File: src/shared/irq_ctrl_pkg.sv
package irq_ctrl_pkg;

  // Number of interrupt sources; index 0 has the highest fixed rank.
  localparam int unsigned NUM_SRC = 8;
  localparam int unsigned ID_W = 3;

  // Priority level codes.
  localparam logic [1:0] LVL_OFF = 2'h0;
  localparam logic [1:0] LVL_1 = 2'h1;
  localparam logic [1:0] LVL_2 = 2'h2;
  localparam logic [1:0] LVL_3 = 2'h3;

  // Reset values.
  localparam logic GIE_RESET = 1'b0;
  localparam logic PEND_RESET = 1'b0;

  // Global enable event group.
  typedef struct packed {
    logic sw_write;
    logic sw_value;
    logic disable_irq_instruction;
    logic trap_instruction;
    logic illegal_trap;
    logic prim_osc_fail;
    logic wdt_osc_fail;
  } gie_evt_t;

  // Request presented to the processor core.
  typedef struct packed {
    logic valid;
    logic trap;
    logic [1:0] level;
    logic [ID_W-1:0] id;
  } irq_req_t;

endpackage : irq_ctrl_pkg

File: src/rtl/priority_interrupt_controller.sv
`timescale 1ns/1ps
`default_nettype none

// Contract
// - Writing one to the global enable bit sets the global enable flag.
// - Disable, acknowledge, write of zero, reset and any trap clear enable.
// - Level 3 beats level 2 and level 2 beats level 1 regardless of source.
// - Within one level a fixed rank picks the winner, lowest index first.
// - Reset, watchdog, oscillator and illegal traps always sit at level 3.
// - A one-cycle request pulse is caught into a persistent pending flag.
// - An acknowledge clears that source's pending flag until its next pulse.
// - Software writing zero to a request bit clears that pending request.
// - Reset select zero makes a watchdog timeout a request gated by enable.
module priority_interrupt_controller
  import irq_ctrl_pkg::*;
#(
  parameter int unsigned N_SRC = NUM_SRC,
  parameter int unsigned WDT_SRC = 0
)(
  // Clock and reset
  input wire logic ref_clk_i,
  input wire logic rstn_i,
  input wire logic clk_en_i,
  // Sources
  input wire logic [N_SRC-1:0] src_pulse_i,
  input wire logic [N_SRC-1:0] src_is_trap_i,
  input wire logic [2*N_SRC-1:0] src_level_i,
  input wire logic watchdog_timeout_i,
  input wire logic watchdog_reset_select_i,
  // Software writes
  input wire logic [N_SRC-1:0] req_wr_zero_i,
  input wire gie_evt_t gie_evt_i,
  // Processor core
  input wire logic ack_i,
  input wire logic [ID_W-1:0] ack_id_i,
  output irq_req_t req_o,
  output logic global_irq_enable_o,
  output logic [N_SRC-1:0] pending_o,
  output logic watchdog_reset_o
);

  if (N_SRC != NUM_SRC || WDT_SRC >= N_SRC) begin : g_bad_cfg
    $error("unsupported source count or watchdog index");
  end

  logic gie_r;
  logic gie_nxt;
  logic gie_clr;
  logic [N_SRC-1:0] pend;
  logic [N_SRC-1:0] pulse;
  logic [N_SRC-1:0] ack_vec;
  logic [N_SRC-1:0] lvl3;
  logic [N_SRC-1:0] lvl2;
  logic [N_SRC-1:0] lvl1;
  logic [N_SRC-1:0] elig;
  logic [N_SRC-1:0] cand;
  logic [N_SRC-1:0] pick3;
  logic [N_SRC-1:0] pick2;
  logic [N_SRC-1:0] pick1;
  logic wdt_irq;
  logic any_trap_evt;

  // A watchdog timeout becomes a request only when reset is not selected.
  assign wdt_irq = watchdog_timeout_i && !watchdog_reset_select_i;
  // With reset selected the timeout leaves as a reset and posts nothing.
  assign watchdog_reset_o = watchdog_timeout_i && watchdog_reset_select_i;

  always_comb begin
    pulse = src_pulse_i;
    pulse[WDT_SRC] = src_pulse_i[WDT_SRC] | wdt_irq;
  end

  genvar g;
  generate
    for (g = 0; g < N_SRC; g++) begin : g_src
      irq_pend_bit u_pend (
        .ref_clk_i(ref_clk_i),
        .rstn_i(rstn_i),
        .clk_en_i(clk_en_i),
        .pulse_i(pulse[g]),
        .ack_clr_i(ack_vec[g]),
        .sw_clr_i(req_wr_zero_i[g]),
        .pend_o(pend[g])
      );
      assign ack_vec[g] = ack_i && (ack_id_i == ID_W'(g));
      // Traps and the watchdog are pinned to the top level.
      assign lvl3[g] = src_is_trap_i[g] || (g == WDT_SRC) ||
                       (src_level_i[2*g+:2] == LVL_3);
      assign lvl2[g] = !lvl3[g] && (src_level_i[2*g+:2] == LVL_2);
      assign lvl1[g] = !lvl3[g] && (src_level_i[2*g+:2] == LVL_1);
      // Without global enable only traps may be presented.
      assign elig[g] = pend[g] && (gie_r || src_is_trap_i[g]);
    end
  endgenerate

  // Pick the highest non-empty level, then the lowest index within it.
  // A source at level 0 stays pending but never reaches a pick vector.
  assign pick3 = elig & lvl3;
  assign pick2 = elig & lvl2;
  assign pick1 = elig & lvl1;
  assign cand = |pick3 ? pick3 :
                |pick2 ? pick2 :
                pick1;

  always_comb begin
    req_o = '0;
    for (int i = N_SRC - 1; i >= 0; i--) begin
      if (cand[i]) begin
        req_o.valid = 1'b1;
        req_o.id = ID_W'(i);
        req_o.trap = src_is_trap_i[i];
        req_o.level = lvl3[i] ? LVL_3 : src_level_i[2*i+:2];
      end
    end
  end

  // Any clearing event outranks a software write of one in the same cycle.
  assign any_trap_evt = gie_evt_i.trap_instruction ||
                        gie_evt_i.illegal_trap ||
                        gie_evt_i.prim_osc_fail ||
                        gie_evt_i.wdt_osc_fail;
  assign gie_clr = gie_evt_i.disable_irq_instruction || ack_i ||
                   any_trap_evt ||
                   (gie_evt_i.sw_write && !gie_evt_i.sw_value);
  assign gie_nxt = gie_clr ? 1'b0 :
                   (gie_evt_i.sw_write && gie_evt_i.sw_value) ? 1'b1 :
                   gie_r;

  always_ff @(posedge ref_clk_i or negedge rstn_i) begin
    if (!rstn_i) begin
      gie_r <= GIE_RESET;
    end else if (clk_en_i) begin
      gie_r <= gie_nxt;
    end
  end

  assign global_irq_enable_o = gie_r;
  assign pending_o = pend;

  // The enable flag moves only on a write or on one of the clear events.
  AST_GIE_SET: assert property (
    @(posedge ref_clk_i) disable iff (!rstn_i)
    (clk_en_i && gie_evt_i.sw_write && gie_evt_i.sw_value && !gie_clr)
    |=> global_irq_enable_o)
    else $error("global enable not set by write of one");

  AST_GIE_HOLD: assert property (
    @(posedge ref_clk_i) disable iff (!rstn_i)
    (clk_en_i && !gie_evt_i.sw_write && !gie_clr)
    |=> $stable(global_irq_enable_o))
    else $error("global enable changed with no event");

  AST_GIE_CLR: assert property (
    @(posedge ref_clk_i) disable iff (!rstn_i)
    (clk_en_i && (ack_i || any_trap_evt ||
     gie_evt_i.disable_irq_instruction)) |=> !global_irq_enable_o)
    else $error("global enable survived a clearing event");

  AST_GIE_WR0: assert property (
    @(posedge ref_clk_i) disable iff (!rstn_i)
    (clk_en_i && gie_evt_i.sw_write && !gie_evt_i.sw_value)
    |=> !global_irq_enable_o)
    else $error("global enable survived a write of zero");

  // A low clock enable must hold every flag, pending ones included.
  AST_FROZEN: assert property (
    @(posedge ref_clk_i) disable iff (!rstn_i)
    !clk_en_i |=> ($stable(pending_o) && $stable(global_irq_enable_o)))
    else $error("state changed while the clock enable was low");

  AST_LEVEL_ORDER: assert property (
    @(posedge ref_clk_i) disable iff (!rstn_i)
    (|pick3) |-> (req_o.valid && req_o.level == LVL_3))
    else $error("lower level won over a pending level 3");

  AST_LVL0_IDLE: assert property (
    @(posedge ref_clk_i) disable iff (!rstn_i)
    req_o.valid |-> (req_o.level != LVL_OFF))
    else $error("source at level zero presented");

  AST_RANK: assert property (
    @(posedge ref_clk_i) disable iff (!rstn_i)
    req_o.valid |-> ((cand & ((N_SRC'(1) << req_o.id) - N_SRC'(1))) == '0))
    else $error("lower-ranked source chosen within a level");

  AST_IN_CAND: assert property (
    @(posedge ref_clk_i) disable iff (!rstn_i)
    req_o.valid |-> cand[req_o.id])
    else $error("presented source is not a candidate");

  AST_TRAP_TOP: assert property (
    @(posedge ref_clk_i) disable iff (!rstn_i)
    (req_o.valid && req_o.trap) |-> req_o.level == LVL_3)
    else $error("trap presented below level 3");

  AST_WDT_REQ: assert property (
    @(posedge ref_clk_i) disable iff (!rstn_i)
    (clk_en_i && watchdog_timeout_i && !watchdog_reset_select_i)
    |=> pending_o[WDT_SRC])
    else $error("watchdog timeout did not post a request");

  AST_WDT_NO_POST: assert property (
    @(posedge ref_clk_i) disable iff (!rstn_i)
    (clk_en_i && watchdog_timeout_i && watchdog_reset_select_i &&
     !src_pulse_i[WDT_SRC] && !pending_o[WDT_SRC]) |=> !pending_o[WDT_SRC])
    else $error("reset-selected timeout posted a request");

  AST_GATED: assert property (
    @(posedge ref_clk_i) disable iff (!rstn_i)
    (req_o.valid && !global_irq_enable_o) |-> req_o.trap)
    else $error("maskable request presented with global enable clear");

  AST_TRAP_SHOWN: assert property (
    @(posedge ref_clk_i) disable iff (!rstn_i)
    (|(pending_o & src_is_trap_i)) |-> req_o.valid)
    else $error("pending trap not presented");

  AST_FROM_PEND: assert property (
    @(posedge ref_clk_i) disable iff (!rstn_i)
    req_o.valid |-> pending_o[req_o.id])
    else $error("request presented for a source not pending");

endmodule : priority_interrupt_controller

`default_nettype wire

File: src/rtl/irq_pend_bit.sv
`timescale 1ns/1ps
`default_nettype none

// One pending request flag. A new pulse wins over any clear in the same
// cycle so that no event is lost.
module irq_pend_bit
  import irq_ctrl_pkg::*;
(
  // Clock and reset
  input wire logic ref_clk_i,
  input wire logic rstn_i,
  input wire logic clk_en_i,
  // Events
  input wire logic pulse_i,
  input wire logic ack_clr_i,
  input wire logic sw_clr_i,
  // State
  output logic pend_o
);

  logic pend_r;
  logic pend_nxt;

  assign pend_nxt = pulse_i ? 1'b1 :
                    (ack_clr_i || sw_clr_i) ? 1'b0 : pend_r;

  always_ff @(posedge ref_clk_i or negedge rstn_i) begin
    if (!rstn_i) begin
      pend_r <= PEND_RESET;
    end else if (clk_en_i) begin
      pend_r <= pend_nxt;
    end
  end

  assign pend_o = pend_r;

  AST_PULSE_SETS: assert property (
    @(posedge ref_clk_i) disable iff (!rstn_i)
    (clk_en_i && pulse_i) |=> pend_o)
    else $error("pending flag missed a request pulse");

  AST_ACK_CLEARS: assert property (
    @(posedge ref_clk_i) disable iff (!rstn_i)
    (clk_en_i && ack_clr_i && !pulse_i) |=> !pend_o)
    else $error("pending flag not cleared by acknowledge");

  AST_SW_CLEARS: assert property (
    @(posedge ref_clk_i) disable iff (!rstn_i)
    (clk_en_i && sw_clr_i && !pulse_i) |=> !pend_o)
    else $error("pending flag not cleared by software zero");

endmodule : irq_pend_bit

`default_nettype wire

File: config.mk
export PLATFORM = sky130hd
export DESIGN_NAME = priority_interrupt_controller
export DESIGN_NICKNAME = d
export VERILOG_FILES = /design/src/shared/irq_ctrl_pkg.sv /design/src/rtl/priority_interrupt_controller.sv /design/src/rtl/irq_pend_bit.sv
export SDC_FILE = /design/constraint.sdc
export NUM_CORES = 1
export LEC_CHECK = 0
export ABC_CLOCK_PERIOD_IN_PS = 2900
export BUFFER_PORTS_ARGS = -buffer_cell sky130_fd_sc_hd__buf_2
export CORE_UTILIZATION = 44
export CTS_CLUSTER_DIAMETER = 40
export DETAILED_ROUTE_END_ITERATION = 12
export GPL_ROUTABILITY_DRIVEN = 1
export PLACE_DENSITY = 0.8
export RECOVER_POWER = 50
export SETUP_SLACK_MARGIN = 0.5
export SYNTH_ARGS = -nofsm -noshare
export SYNTH_HDL_FRONTEND = slang
export SYNTH_SLANG_ARGS = --single-unit
export TNS_END_PERCENT = 30
File: constraint.sdc
create_clock -name ref_clk_i -period 2.9 [get_ports ref_clk_i]
set_input_delay 0.29 -clock ref_clk_i [delete_from_list [all_inputs] [get_ports ref_clk_i]]
set_output_delay 0.29 -clock ref_clk_i [all_outputs]
set_load 0.01 [all_outputs]
==> flow_summary.yaml, run 1 <==
run_status:
  run_status: "complete, but fails checks"
  failed_checks: "negative setup slack"
setup_path:
  setup.worst_path.start_class: "register"
  worstPathRequired_ps: 2610
  crit_type: "register to primary output"
  critPathLaunch: "g_src[1].u_pend.pend_o"
  r2r.worst_path.cells: 2
  largest_fanout_of_any_net_on_the_critical_path: 4
  critical_path_arrival_ps: 2750
  rr_startpoint: "g_src[7].u_pend.pend_o"
  crit_path_capture_type: "primary output"
  rrSetupSlack_ps: 2000
  rr_endpoint: "g_src[7].u_pend.pend_o"
routing:
  drt_iter0_drc: 72
  drt-wirelength-per-cell_um: 14.0
  via_per_inst: 5.95
  drc_errors: 0
  route.vias.total: 1796
  ant_nets: 0
  detailedRoute.firstPassIterationCount: 4
  postRouteWirelength_um: 4230
logic_synthesis:
  number_of_synthesized_flops_with_an_enable_pin: 0
  synth-main-ff-cell: "sky130_fd_sc_hd__dfrtp_1"
  ys_warn_count: 0
  post_synth_num_cell_types: 49
  yosys_register_bits: 9
  yosys.area.top_type_share_pct: 17.5
  synthDominantAreaCellType: "sky130_fd_sc_hd__dfrtp_1"
  synth.net_count: 240
  mapped_cells: 184
  netlist_area_um2: 1280
  synth-async-reset-ratio_pct: 100
  synth_sequential_area_ratio_pct: 17.5
  syn_avg_cell_area_um2: 6.98
  yosys-top-cells-area: "sky130_fd_sc_hd__dfrtp_1 (18%), sky130_fd_sc_hd__o21ai_0 (8.6%), sky130_fd_sc_hd__nand2_1 (6.4%)"
finish:
  area_of_all_placed_cells_without_fillers_um2: 1900
  layout.area.seq_um2: 228
  fillCellCount: 258
  mostFrequentLayoutCells: "sky130_fd_sc_hd__buf_2 (66), sky130_fd_sc_hd__buf_4 (23), sky130_fd_sc_hd__nand2_1 (22)"
  multiInputGateArea_um2: 1030
  final_layout_size_suffix_gt1_share_pct: 43.2
  n_antenna_cell: 0
  most_common_cell_after_layout_fill_and_taps_aside: "sky130_fd_sc_hd__buf_2"
  final-instance-count-excl-fill: 302
  area.growth.synth_to_final_pct: 47.9
  numnets_final: 328
sta:
  maximum_clock_frequency_mhz: 329
  worst_slack_on_hold_paths_ps: 260
  fin_worst_skew_ps: 0
  setup_total_negative_slack_ps: -330
  finalCritPeriodShare_pct: 105
  fin_crit_ps: 3040
  slew_violations: 0
  final_hold_viol_count: 0
  transition_time_at_the_pin_with_the_least_slew_margin_ps: 463
  finalSetupViolations: 6
  final.setup.worst_slack_ps: -136
  maxSlewHeadroom_pct: 69.2
  rsz0062_at_grt: "true"
placement:
  routabilityCongestion: 0.993
  port-buffer-count: 70
  numPlacedInstances: 293
  placement_cell_area_um2: 1750
  place_hpwl_um: 3360
global_route:
  number_of_global_route_vias_before_repair: 1554
  grt_usage_pct: 26.3
  grt-ovfl-total: 0
  grt_first_pass_wirelength_um: 6600
  grt_antenna_before_repair: 0
  maximum_number_of_pins_on_one_net_before_global_route_repair: 19
floorplanning:
  die_w_um: 56.0
  die_area_um2: 3140
  fp.coreArea_um2: 2760
  die_h_um: 56.0
  std_cell_rows: 19
  initial_core_utilization_pct: 46.6
  ios: 73
clock_network:
  clkSinkCount: 9
  cts_inserted_buffers: 3
  clk_latency_ps: 250
  clockBufferDepth: 2
  clockRootBuffer: "sky130_fd_sc_hd__clkbuf_4"
  clkSlewWorstSetupHoldPaths_ps: 60
  htreeDepth: 1
  tritoncts: "built"
pwr:
  vdd.ir_drop.worst_mv: 0.249
  design_power_total_mw: 0.546
  p_leak_nw: 0.907
  power_density_nw_per_um2: 287
worst_hold_path:
  hold-path-endpoint: "g_src[7].u_pend.pend_o"
  hold_path.startpoint: "src_pulse_i[7]"
  worstHoldPathType: "input port to register"
  hold_depth: 2
flow_run:
  number_of_max_cap_violations: 0
-- Yosys cell counts (all sizes together) (6+ instances only) --
master,instances
inv,6
nand4,6
nand2,22
o21ai,22
a31oi,6
buf,10
a21oi,7
nand3,9
nor2,14
dfrtp,9
a22o,8
nand2b,7
-- registers in the layout (all words and copies together), names as in the netlist --
name and cells:
global_irq_enable_o 1, g_src.u_pend.pend_o 8
-- power by group --
| part | leakage (nW) | switching (mW) | internal (mW) |
|---|---|---|---|
| combinational | 0.789 | 0.150 | 0.151 |
| clock | 0.0150 | 0.0398 | 0.0528 |
| sequential | 0.102 | 0.0131 | 0.139 |
| total | 0.907 | 0.203 | 0.343 |
-- cells by family (layout without fill, tap and decap cells) --
logic type | after synthesis | in the layout | synth area share [%]
compound gates | 65 | 65 | 34.1
buf+inv | 19 | 106 | 9.15
flops | 9 | 9 | 17.5
simple gates | 91 | 91 | 39.2
-- worst max path at each step --
| stage | slack (ps) | to | cells past startpoint |
|---|---|---|---|
| finish | -140 | req_o[1] | 9 |
| global route | -230 | req_o[1] | 9 |
| CTS | -100 | req_o[1] | 9 |
| detailed placement | 30 | req_o[1] | 10 |
| global placement | 70 | req_o[1] | 10 |
| floorplan | 250 | req_o[1] | 9 |
-- critical path: stages (launching register included) --
cell and delay [ps]:
sky130_fd_sc_hd__dfrtp_1 380, sky130_fd_sc_hd__a222oi_1 360, sky130_fd_sc_hd__nand3_1 170, sky130_fd_sc_hd__or3_4 370, sky130_fd_sc_hd__or2_4 260, sky130_fd_sc_hd__a221o_1 360
sky130_fd_sc_hd__and2_4 150, sky130_fd_sc_hd__and3b_1 220, sky130_fd_sc_hd__o21ba_4 130, sky130_fd_sc_hd__buf_6 90
-- routing by layer --
layer	part of all wire, %	vias to the layer above	routed length (um)	track usage (%)
li1	-	870	-	-
met1	40	817	1690	31.5
met2	49	95	2080	46.8
met3	7.9	14	335	2.09
met4	2.8	0	119	12.9
met5	0	-	0	0
-- cell type report --
type	instances	area share (%)
Multi-Input combinational cell	156	54.0
Timing Repair Buffer	96	29.4
Sequential cell	9	12.0
Tap cell	31	2.04
Clock buffer	4	1.38
Inverter	6	1.18
-- through the flow --
step | worst slack (ps) | util [%]
6_report | -136 | 68.9
3_3_place_gp | 74.3 | 63.6
2_1_floorplan | 253 | -
5_1_grt | -226 | 68.9
4_1_cts | -101 | 68.3
3_5_place_dp | 32.9 | 63.6
-- repair_timing --
action                                 4_1_cts  5_1_grt
pin swaps                                   14        6
setup buffers                                2        2
endpoints found under the hold margin        9        0
hold buffers                                 1        0
setup endpoints to repair                    7        7
gates resized for setup                     16        2
Note: power is estimated with default switching activity, not from simulation.
==> run 2: changes to the inputs <==
--- a/config.mk
+++ b/config.mk
@@ -7,14 +7,17 @@
 export LEC_CHECK = 0
 export ABC_CLOCK_PERIOD_IN_PS = 2900
 export BUFFER_PORTS_ARGS = -buffer_cell sky130_fd_sc_hd__buf_2
-export CORE_UTILIZATION = 44
+export CORE_ASPECT_RATIO = 0.6
+export CORE_UTILIZATION = 43
 export CTS_CLUSTER_DIAMETER = 40
 export DETAILED_ROUTE_END_ITERATION = 12
 export GPL_ROUTABILITY_DRIVEN = 1
+export MAX_ROUTING_LAYER = met4
 export PLACE_DENSITY = 0.8
 export RECOVER_POWER = 50
 export SETUP_SLACK_MARGIN = 0.5
 export SYNTH_ARGS = -nofsm -noshare
 export SYNTH_HDL_FRONTEND = slang
+export SYNTH_HIERARCHICAL = 1
 export SYNTH_SLANG_ARGS = --single-unit
 export TNS_END_PERCENT = 30
==> run 2 against run 1 <==
  * Combinational power shrank 4%
  * Synthesized area shrank 8.1%
  * Cell count shrank 4.3%
  * Die area shrank 5.5%
  * The flow still finishes with violations (negative setup slack)
  * Critical endpoint is now req_o[3]
==> flow_summary.yaml, run 2 <==
run_status:
  run_status: "complete, but fails checks"
  failed_checks: "negative setup slack"
pwr:
  netSwitchingFraction_pct: 36.0
  switchingPower_mw: 0.213
  design_power_total_mw: 0.591
  p_leak_nw: 0.859
  seqPwrFrac_pct: 26.3
  vdd.ir_drop.worst_mv: 0.287
  power_density_nw_per_um2: 323
  cellInternalPower_mw: 0.378
  clkPwrFrac_pct: 25.0
  comb_power_share_pct: 48.6
sta:
  final_hold_viol_count: 0
  worst_slack_on_hold_paths_ps: 285
  rsz0062_at_grt: "true"
  transition_time_at_the_pin_with_the_least_slew_margin_ps: 469
  fin_crit_ps: 3150
  slew_violations: 0
  fin_worst_skew_ps: 0
  maxSlewHeadroom_pct: 68.8
  final.setup.worst_slack_ps: -254
  finalSetupViolations: 6
  finalCritPeriodShare_pct: 109
  maximum_clock_frequency_mhz: 317
global_route:
  met2_layer_usage_reported_by_global_route_pct: 45.0
  maximum_number_of_pins_on_one_net_before_global_route_repair: 19
  number_of_global_route_vias_before_repair: 1541
  global_route.usage.met1_pct: 44.6
  global_route.usage.met3_pct: 7.69
  gr-max-usage-layer: "met2"
  grt-ovfl-total: 0
  grt_usage_pct: 31.0
  grt_antenna_before_repair: 0
  grt_first_pass_wirelength_um: 7100
floorplanning:
  die_w_um: 69.7
  die_h_um: 42.6
  fp.coreArea_um2: 2560
  die_area_um2: 2970
  std_cell_rows: 14
  initial_core_utilization_pct: 46.2
  ios: 73
finish:
  final_layout_size_suffix_gt1_share_pct: 42.8
  area.growth.synth_to_final_pct: 55.0
  most_common_cell_after_layout_fill_and_taps_aside: "sky130_fd_sc_hd__buf_2"
  fillCellCount: 210
  area_of_all_placed_cells_without_fillers_um2: 1830
  n_antenna_cell: 0
  numnets_final: 314
  mostFrequentLayoutCells: "sky130_fd_sc_hd__buf_2 (69), sky130_fd_sc_hd__buf_4 (23), sky130_fd_sc_hd__nand2_1 (18)"
  largest_reg_flops: 8
routing:
  postRouteWirelength_um: 4250
  via_per_inst: 6.02
  drt-wirelength-per-cell_um: 14.7
  drc_errors: 0
  drt_iter0_drc: 228
  detailedRoute.firstPassIterationCount: 5
  ant_nets: 0
  route.vias.total: 1740
logic_synthesis:
  mapped_cells: 161
  synth-async-reset-ratio_pct: 100
  synth_sequential_area_ratio_pct: 19.1
  post_synth_num_cell_types: 46
  syn_avg_cell_area_um2: 7.34
  yosys-top-cells-area: "sky130_fd_sc_hd__dfrtp_1 (19%), sky130_fd_sc_hd__a22o_1 (6.7%), sky130_fd_sc_hd__nand2_1 (5.7%)"
  yosys.area.top_type_share_pct: 19.1
  netlist_top_cells_count: "sky130_fd_sc_hd__nand2_1 (18), sky130_fd_sc_hd__nor2_1 (15), sky130_fd_sc_hd__o21ai_0 (10), sky130_fd_sc_hd__a22o_1 (9), sky130_fd_sc_hd__dfrtp_1 (9)"
  ys_warn_count: 6
  yosys_register_bits: 9
  synth.net_count: 217
  most_frequent_cell_after_synthesis: "sky130_fd_sc_hd__nand2_1"
  number_of_synthesized_flops_with_an_enable_pin: 0
  synthDominantAreaCellType: "sky130_fd_sc_hd__dfrtp_1"
  synth-main-ff-cell: "sky130_fd_sc_hd__dfrtp_1"
  netlist_area_um2: 1180
placement:
  port-buffer-count: 70
  placement_cell_area_um2: 1750
  place_hpwl_um: 3520
  routabilityCongestion: 0.968
  pre_cts_slack_ps: 16.7
setup_path:
  critical_path_arrival_ps: 2860
  worstPathRequired_ps: 2610
  rrSetupSlack_ps: 1910
  critPathLaunch: "g_src[4].u_pend/pend_o"
  crit_path_end: "req_o[3]"
  crit_type: "register to primary output"
  r2r.worst_path.cells: 3
  setup.worst_path.start_class: "register"
  rr_startpoint: "g_src[4].u_pend/pend_o"
  largest_fanout_of_any_net_on_the_critical_path: 5
  crit_path_capture_type: "primary output"
  rr_endpoint: "g_src[4].u_pend/pend_o"
flow_run:
  number_of_max_cap_violations: 0
clock_network:
  clockRootBuffer: "sky130_fd_sc_hd__clkbuf_8"
  htreeDepth: 1
  post_cts.repair.setup_buffers: 0
  cts_inserted_buffers: 3
  tritoncts: "built"
  clk_latency_ps: 230
  clkSinkCount: 9
  clockBufferDepth: 2
  clkSlewWorstSetupHoldPaths_ps: 50
worst_hold_path:
  worstHoldPathType: "input port to register"
## run 2: cells by family (layout without fill, tap and decap cells)
group | Yosys count | after routing | share of synthesized area, %
AO/OA/AOI/OAI | 69 | 69 | 41.3
AND/OR/NAND/NOR | 77 | 77 | 37.3
buffers and inverters | 6 | 102 | 2.33
flip-flops | 9 | 9 | 19.1
## run 2: layout make-up
type | instances | area, um^2 | area share [%]
multi-input combinational | 146 | 972 | 53.1
tap | 32 | 40.0 | 2.19
inverter | 4 | 15.0 | 0.820
sequential | 9 | 226 | 12.4
clock buffer | 4 | 45.0 | 2.46
timing repair buffer | 94 | 532 | 29.0
## run 2: power by group through the flow
stage          clock [mW]  combinational [mW]  sequential (mW)
6_report            0.148               0.288            0.156
5_1_grt             0.155               0.313            0.158
4_1_cts             0.148               0.279            0.156
3_5_place_dp            0               0.276            0.157
2_1_floorplan           0               0.127            0.164
3_3_place_gp            0               0.274            0.157
## run 2: timing repair
item	in CTS	in global routing
endpoints found under the hold margin	9	0
setup endpoints to repair	7	7
pin swaps	3	0
resized for setup	0	4
hold buffers	1	0
## run 2: critical path, stage by stage, from the launching register on
cell and delay (ps):
sky130_fd_sc_hd__dfrtp_2 400, sky130_fd_sc_hd__a222oi_1 370, sky130_fd_sc_hd__o2111ai_2 200, sky130_fd_sc_hd__or4b_4 560, sky130_fd_sc_hd__nor4_4 150, sky130_fd_sc_hd__buf_4 190, sky130_fd_sc_hd__a31oi_1 90, sky130_fd_sc_hd__a21bo_1 210
sky130_fd_sc_hd__nor4bb_1 160, sky130_fd_sc_hd__o22ai_1 160, sky130_fd_sc_hd__buf_2 150
## run 2: metal layers
metal / vias to the layer above / share of wire, %
met5: - / 0
met4: 0 / 0.54
met3: 4 / 12
met2: 103 / 41
met1: 798 / 46
li1: 835 / -
## run 2: how the worst min path moves through the flow
stage	from	end	slack (ps)	cells past startpoint
finish	src_pulse_i[4]	g_src[4].u_pend/pend_o	290	2
global route	src_pulse_i[1]	g_src[1].u_pend/pend_o	290	2
CTS	src_pulse_i[1]	g_src[1].u_pend/pend_o	290	2
detailed placement	rstn_i	g_src[7].u_pend/pend_o	150	1
global placement	rstn_i	g_src[7].u_pend/pend_o	150	1
floorplan	rstn_i	g_src[0].u_pend/pend_o	-6	0
## run 2: per-stage QoR
step	instances	utilization (%)	setup TNS, ps
6_report	289	71.6	-1170
5_1_grt	289	71.6	-1860
4_1_cts	289	70.7	-814
3_5_place_dp	284	68.6	0
3_3_place_gp	284	68.6	0
2_1_floorplan	161	-	0
==> run 3: changes to the inputs <==
--- a/config.mk
+++ b/config.mk
@@ -5,7 +5,7 @@
 export SDC_FILE = /design/constraint.sdc
 export NUM_CORES = 1
 export LEC_CHECK = 0
-export ABC_CLOCK_PERIOD_IN_PS = 2900
+export ABC_CLOCK_PERIOD_IN_PS = 3500
 export BUFFER_PORTS_ARGS = -buffer_cell sky130_fd_sc_hd__buf_2
 export CORE_ASPECT_RATIO = 0.6
 export CORE_UTILIZATION = 43
==> constraint.sdc (replaced) <==
create_clock -name ref_clk_i -period 3.5 [get_ports ref_clk_i]
set_input_delay 0.35 -clock ref_clk_i [delete_from_list [all_inputs] [get_ports ref_clk_i]]
set_output_delay 0.35 -clock ref_clk_i [all_outputs]
set_load 0.01 [all_outputs]
==> run 3 against run 2 <==
  * The run now ends clean
  * Worst hold slack improved by 62 ps
  * Clock-buffer cell count stayed put
  * Cell count is 2.1% lower
  * Critical path type unchanged
  * Critical endpoint unchanged
==> flow_summary.yaml, run 3 (synthesis results as in run 2) <==
floorplanning:
  ios: 73
  die_h_um: 42.6
  die_area_um2: 2970
  die_w_um: 69.7
  fp.coreArea_um2: 2560
  std_cell_rows: 14
  initial_core_utilization_pct: 46.2
sta:
  fin_worst_skew_ps: 0
  finalCritPeriodShare_pct: 97.6
  maxSlewHeadroom_pct: 64.1
  fin_crit_ps: 3410
  setup_total_negative_slack_ps: 0
  transition_time_at_the_pin_with_the_least_slew_margin_ps: 532
  final_hold_viol_count: 0
  rsz0062_at_grt: "true"
  slew_violations: 0
  maximum_clock_frequency_mhz: 293
  worst_slack_on_hold_paths_ps: 348
  finalSetupViolations: 0
setup_path:
  worstPathRequired_ps: 3150
  critPathLaunch: "g_src[3].u_pend/pend_o"
  rr_startpoint: "global_irq_enable_o"
  critical_path_arrival_ps: 3060
  crit_type: "register to primary output"
  crit_path_capture_type: "primary output"
  setup.worst_path.start_class: "register"
  largest_fanout_of_any_net_on_the_critical_path: 4
pwr:
  p_leak_nw: 0.833
  vdd.ir_drop.worst_mv: 0.245
  power_density_nw_per_um2: 271
finish:
  largest_reg_flops: 8
  final-instance-count-excl-fill: 283
  area.growth.synth_to_final_pct: 52.4
  mostFrequentLayoutCells: "sky130_fd_sc_hd__buf_2 (69), sky130_fd_sc_hd__nand2_1 (18), sky130_fd_sc_hd__o21ai_0 (17), sky130_fd_sc_hd__buf_4 (17), sky130_fd_sc_hd__nor2_1 (15)"
  numnets_final: 308
  n_antenna_cell: 0
  most_common_cell_after_layout_fill_and_taps_aside: "sky130_fd_sc_hd__buf_2"
  fillCellCount: 215
  final_layout_size_suffix_gt1_share_pct: 41.4
clock_network:
  cts_inserted_buffers: 3
  clk_latency_ps: 230
  clockRootBuffer: "sky130_fd_sc_hd__clkbuf_8"
  clkSinkCount: 9
  tritoncts: "built"
  clockBufferDepth: 2
  htreeDepth: 1
  clkSlewWorstSetupHoldPaths_ps: 50
routing:
  drc_errors: 0
  via_per_inst: 6.20
  detailedRoute.firstPassIterationCount: 5
  postRouteWirelength_um: 4640
  drt_iter0_drc: 193
  drt-wirelength-per-cell_um: 16.4
  route.vias.total: 1755
  ant_nets: 0
global_route:
  grt-ovfl-total: 0
  grt_antenna_before_repair: 0
  maximum_number_of_pins_on_one_net_before_global_route_repair: 19
  grt_first_pass_wirelength_um: 7360
  number_of_global_route_vias_before_repair: 1582
  grt_usage_pct: 32.4
flow_run:
  number_of_max_cap_violations: 0
worst_hold_path:
  worstHoldPathType: "input port to register"
  hold_path.startpoint: "src_pulse_i[6]"
placement:
  port-buffer-count: 70
  routabilityCongestion: 0.927
  numPlacedInstances: 266
  place_hpwl_um: 3230
run_status:
  run_status: "finished clean"
==> run 3: final timing paths <==
| path | end | slack [ps] | depth (start not counted) |
|---|---|---|---|
| max | req_o[3] | 90 | 10 |
| min | g_src[6].u_pend/pend_o | 350 | 2 |
| max reg2reg | global_irq_enable_o | 2550 | 3 |
| min reg2reg | g_src[1].u_pend/pend_o | 550 | 1 |
| max in group asynchronous | global_irq_enable_o | 2520 | 2 |
| min in group asynchronous | g_src[7].u_pend/pend_o | 600 | 2 |
==> run 3: layer usage <==
metal	global-route usage, %	vias to the layer above	wire [um]	share of wire (%)
li1	-	822	-	-
met1	44.3	801	2060	44
met2	48.3	119	1990	43
met3	9.38	13	529	11
met4	4.80	0	63	1.4
met5	-	-	0	0
==> run 3: area by class of cell <==
cell class                      count  area [um^2]  share of cell area (%)
Inverter                            4         15.0                   0.834
Clock buffer                        4         45.0                    2.50
Multi-Input combinational cell    146          987                    54.8
Timing Repair Buffer               88          487                    27.0
Sequential cell                     9          226                    12.6
Tap cell                           32         40.0                    2.22
==> run 3: metrics by stage <==
step / power [mW] / cell area, um^2 / utilization (%) / setup WS, ps
final: 0.489 / 1800 / 70.4 / 85.5
after CTS: 0.476 / 1750 / 68.4 / 222
after global routing: 0.518 / 1800 / 70.4 / 28.2
after floorplan: 0.237 / 1180 / - / 684
after global placement: 0.330 / 1600 / 62.4 / 324
after detailed placement: 0.331 / 1600 / 62.4 / 281
==> run 3: critical path: stages, from the launching register on <==
cell and delay (ps):
sky130_fd_sc_hd__dfrtp_1 380, sky130_fd_sc_hd__a222oi_1 470, sky130_fd_sc_hd__o2111ai_2 240, sky130_fd_sc_hd__or4b_4 580, sky130_fd_sc_hd__nor4_4 170, sky130_fd_sc_hd__buf_4 200, sky130_fd_sc_hd__a31oi_1 90, sky130_fd_sc_hd__a21bo_1 210
sky130_fd_sc_hd__nor4bb_2 180, sky130_fd_sc_hd__o22ai_1 160, sky130_fd_sc_hd__buf_2 150
==> run 3: power breakdown <==
group          internal (mW)  leakage (nW)  total (mW)  switching (mW)
Sequential             0.115         0.103       0.130          0.0143
Combinational          0.114         0.708       0.237           0.123
Clock                 0.0795        0.0228       0.122          0.0424
Total                  0.309         0.833       0.489           0.180
==> run 3: timing repair <==
action	in CTS	in global routing
gates resized for setup	9	3
setup buffers	7	5
gates cloned	0	0
hold endpoints to repair	9	0
pin swaps	8	3
hold buffers	1	0
setup endpoints to repair	6	6
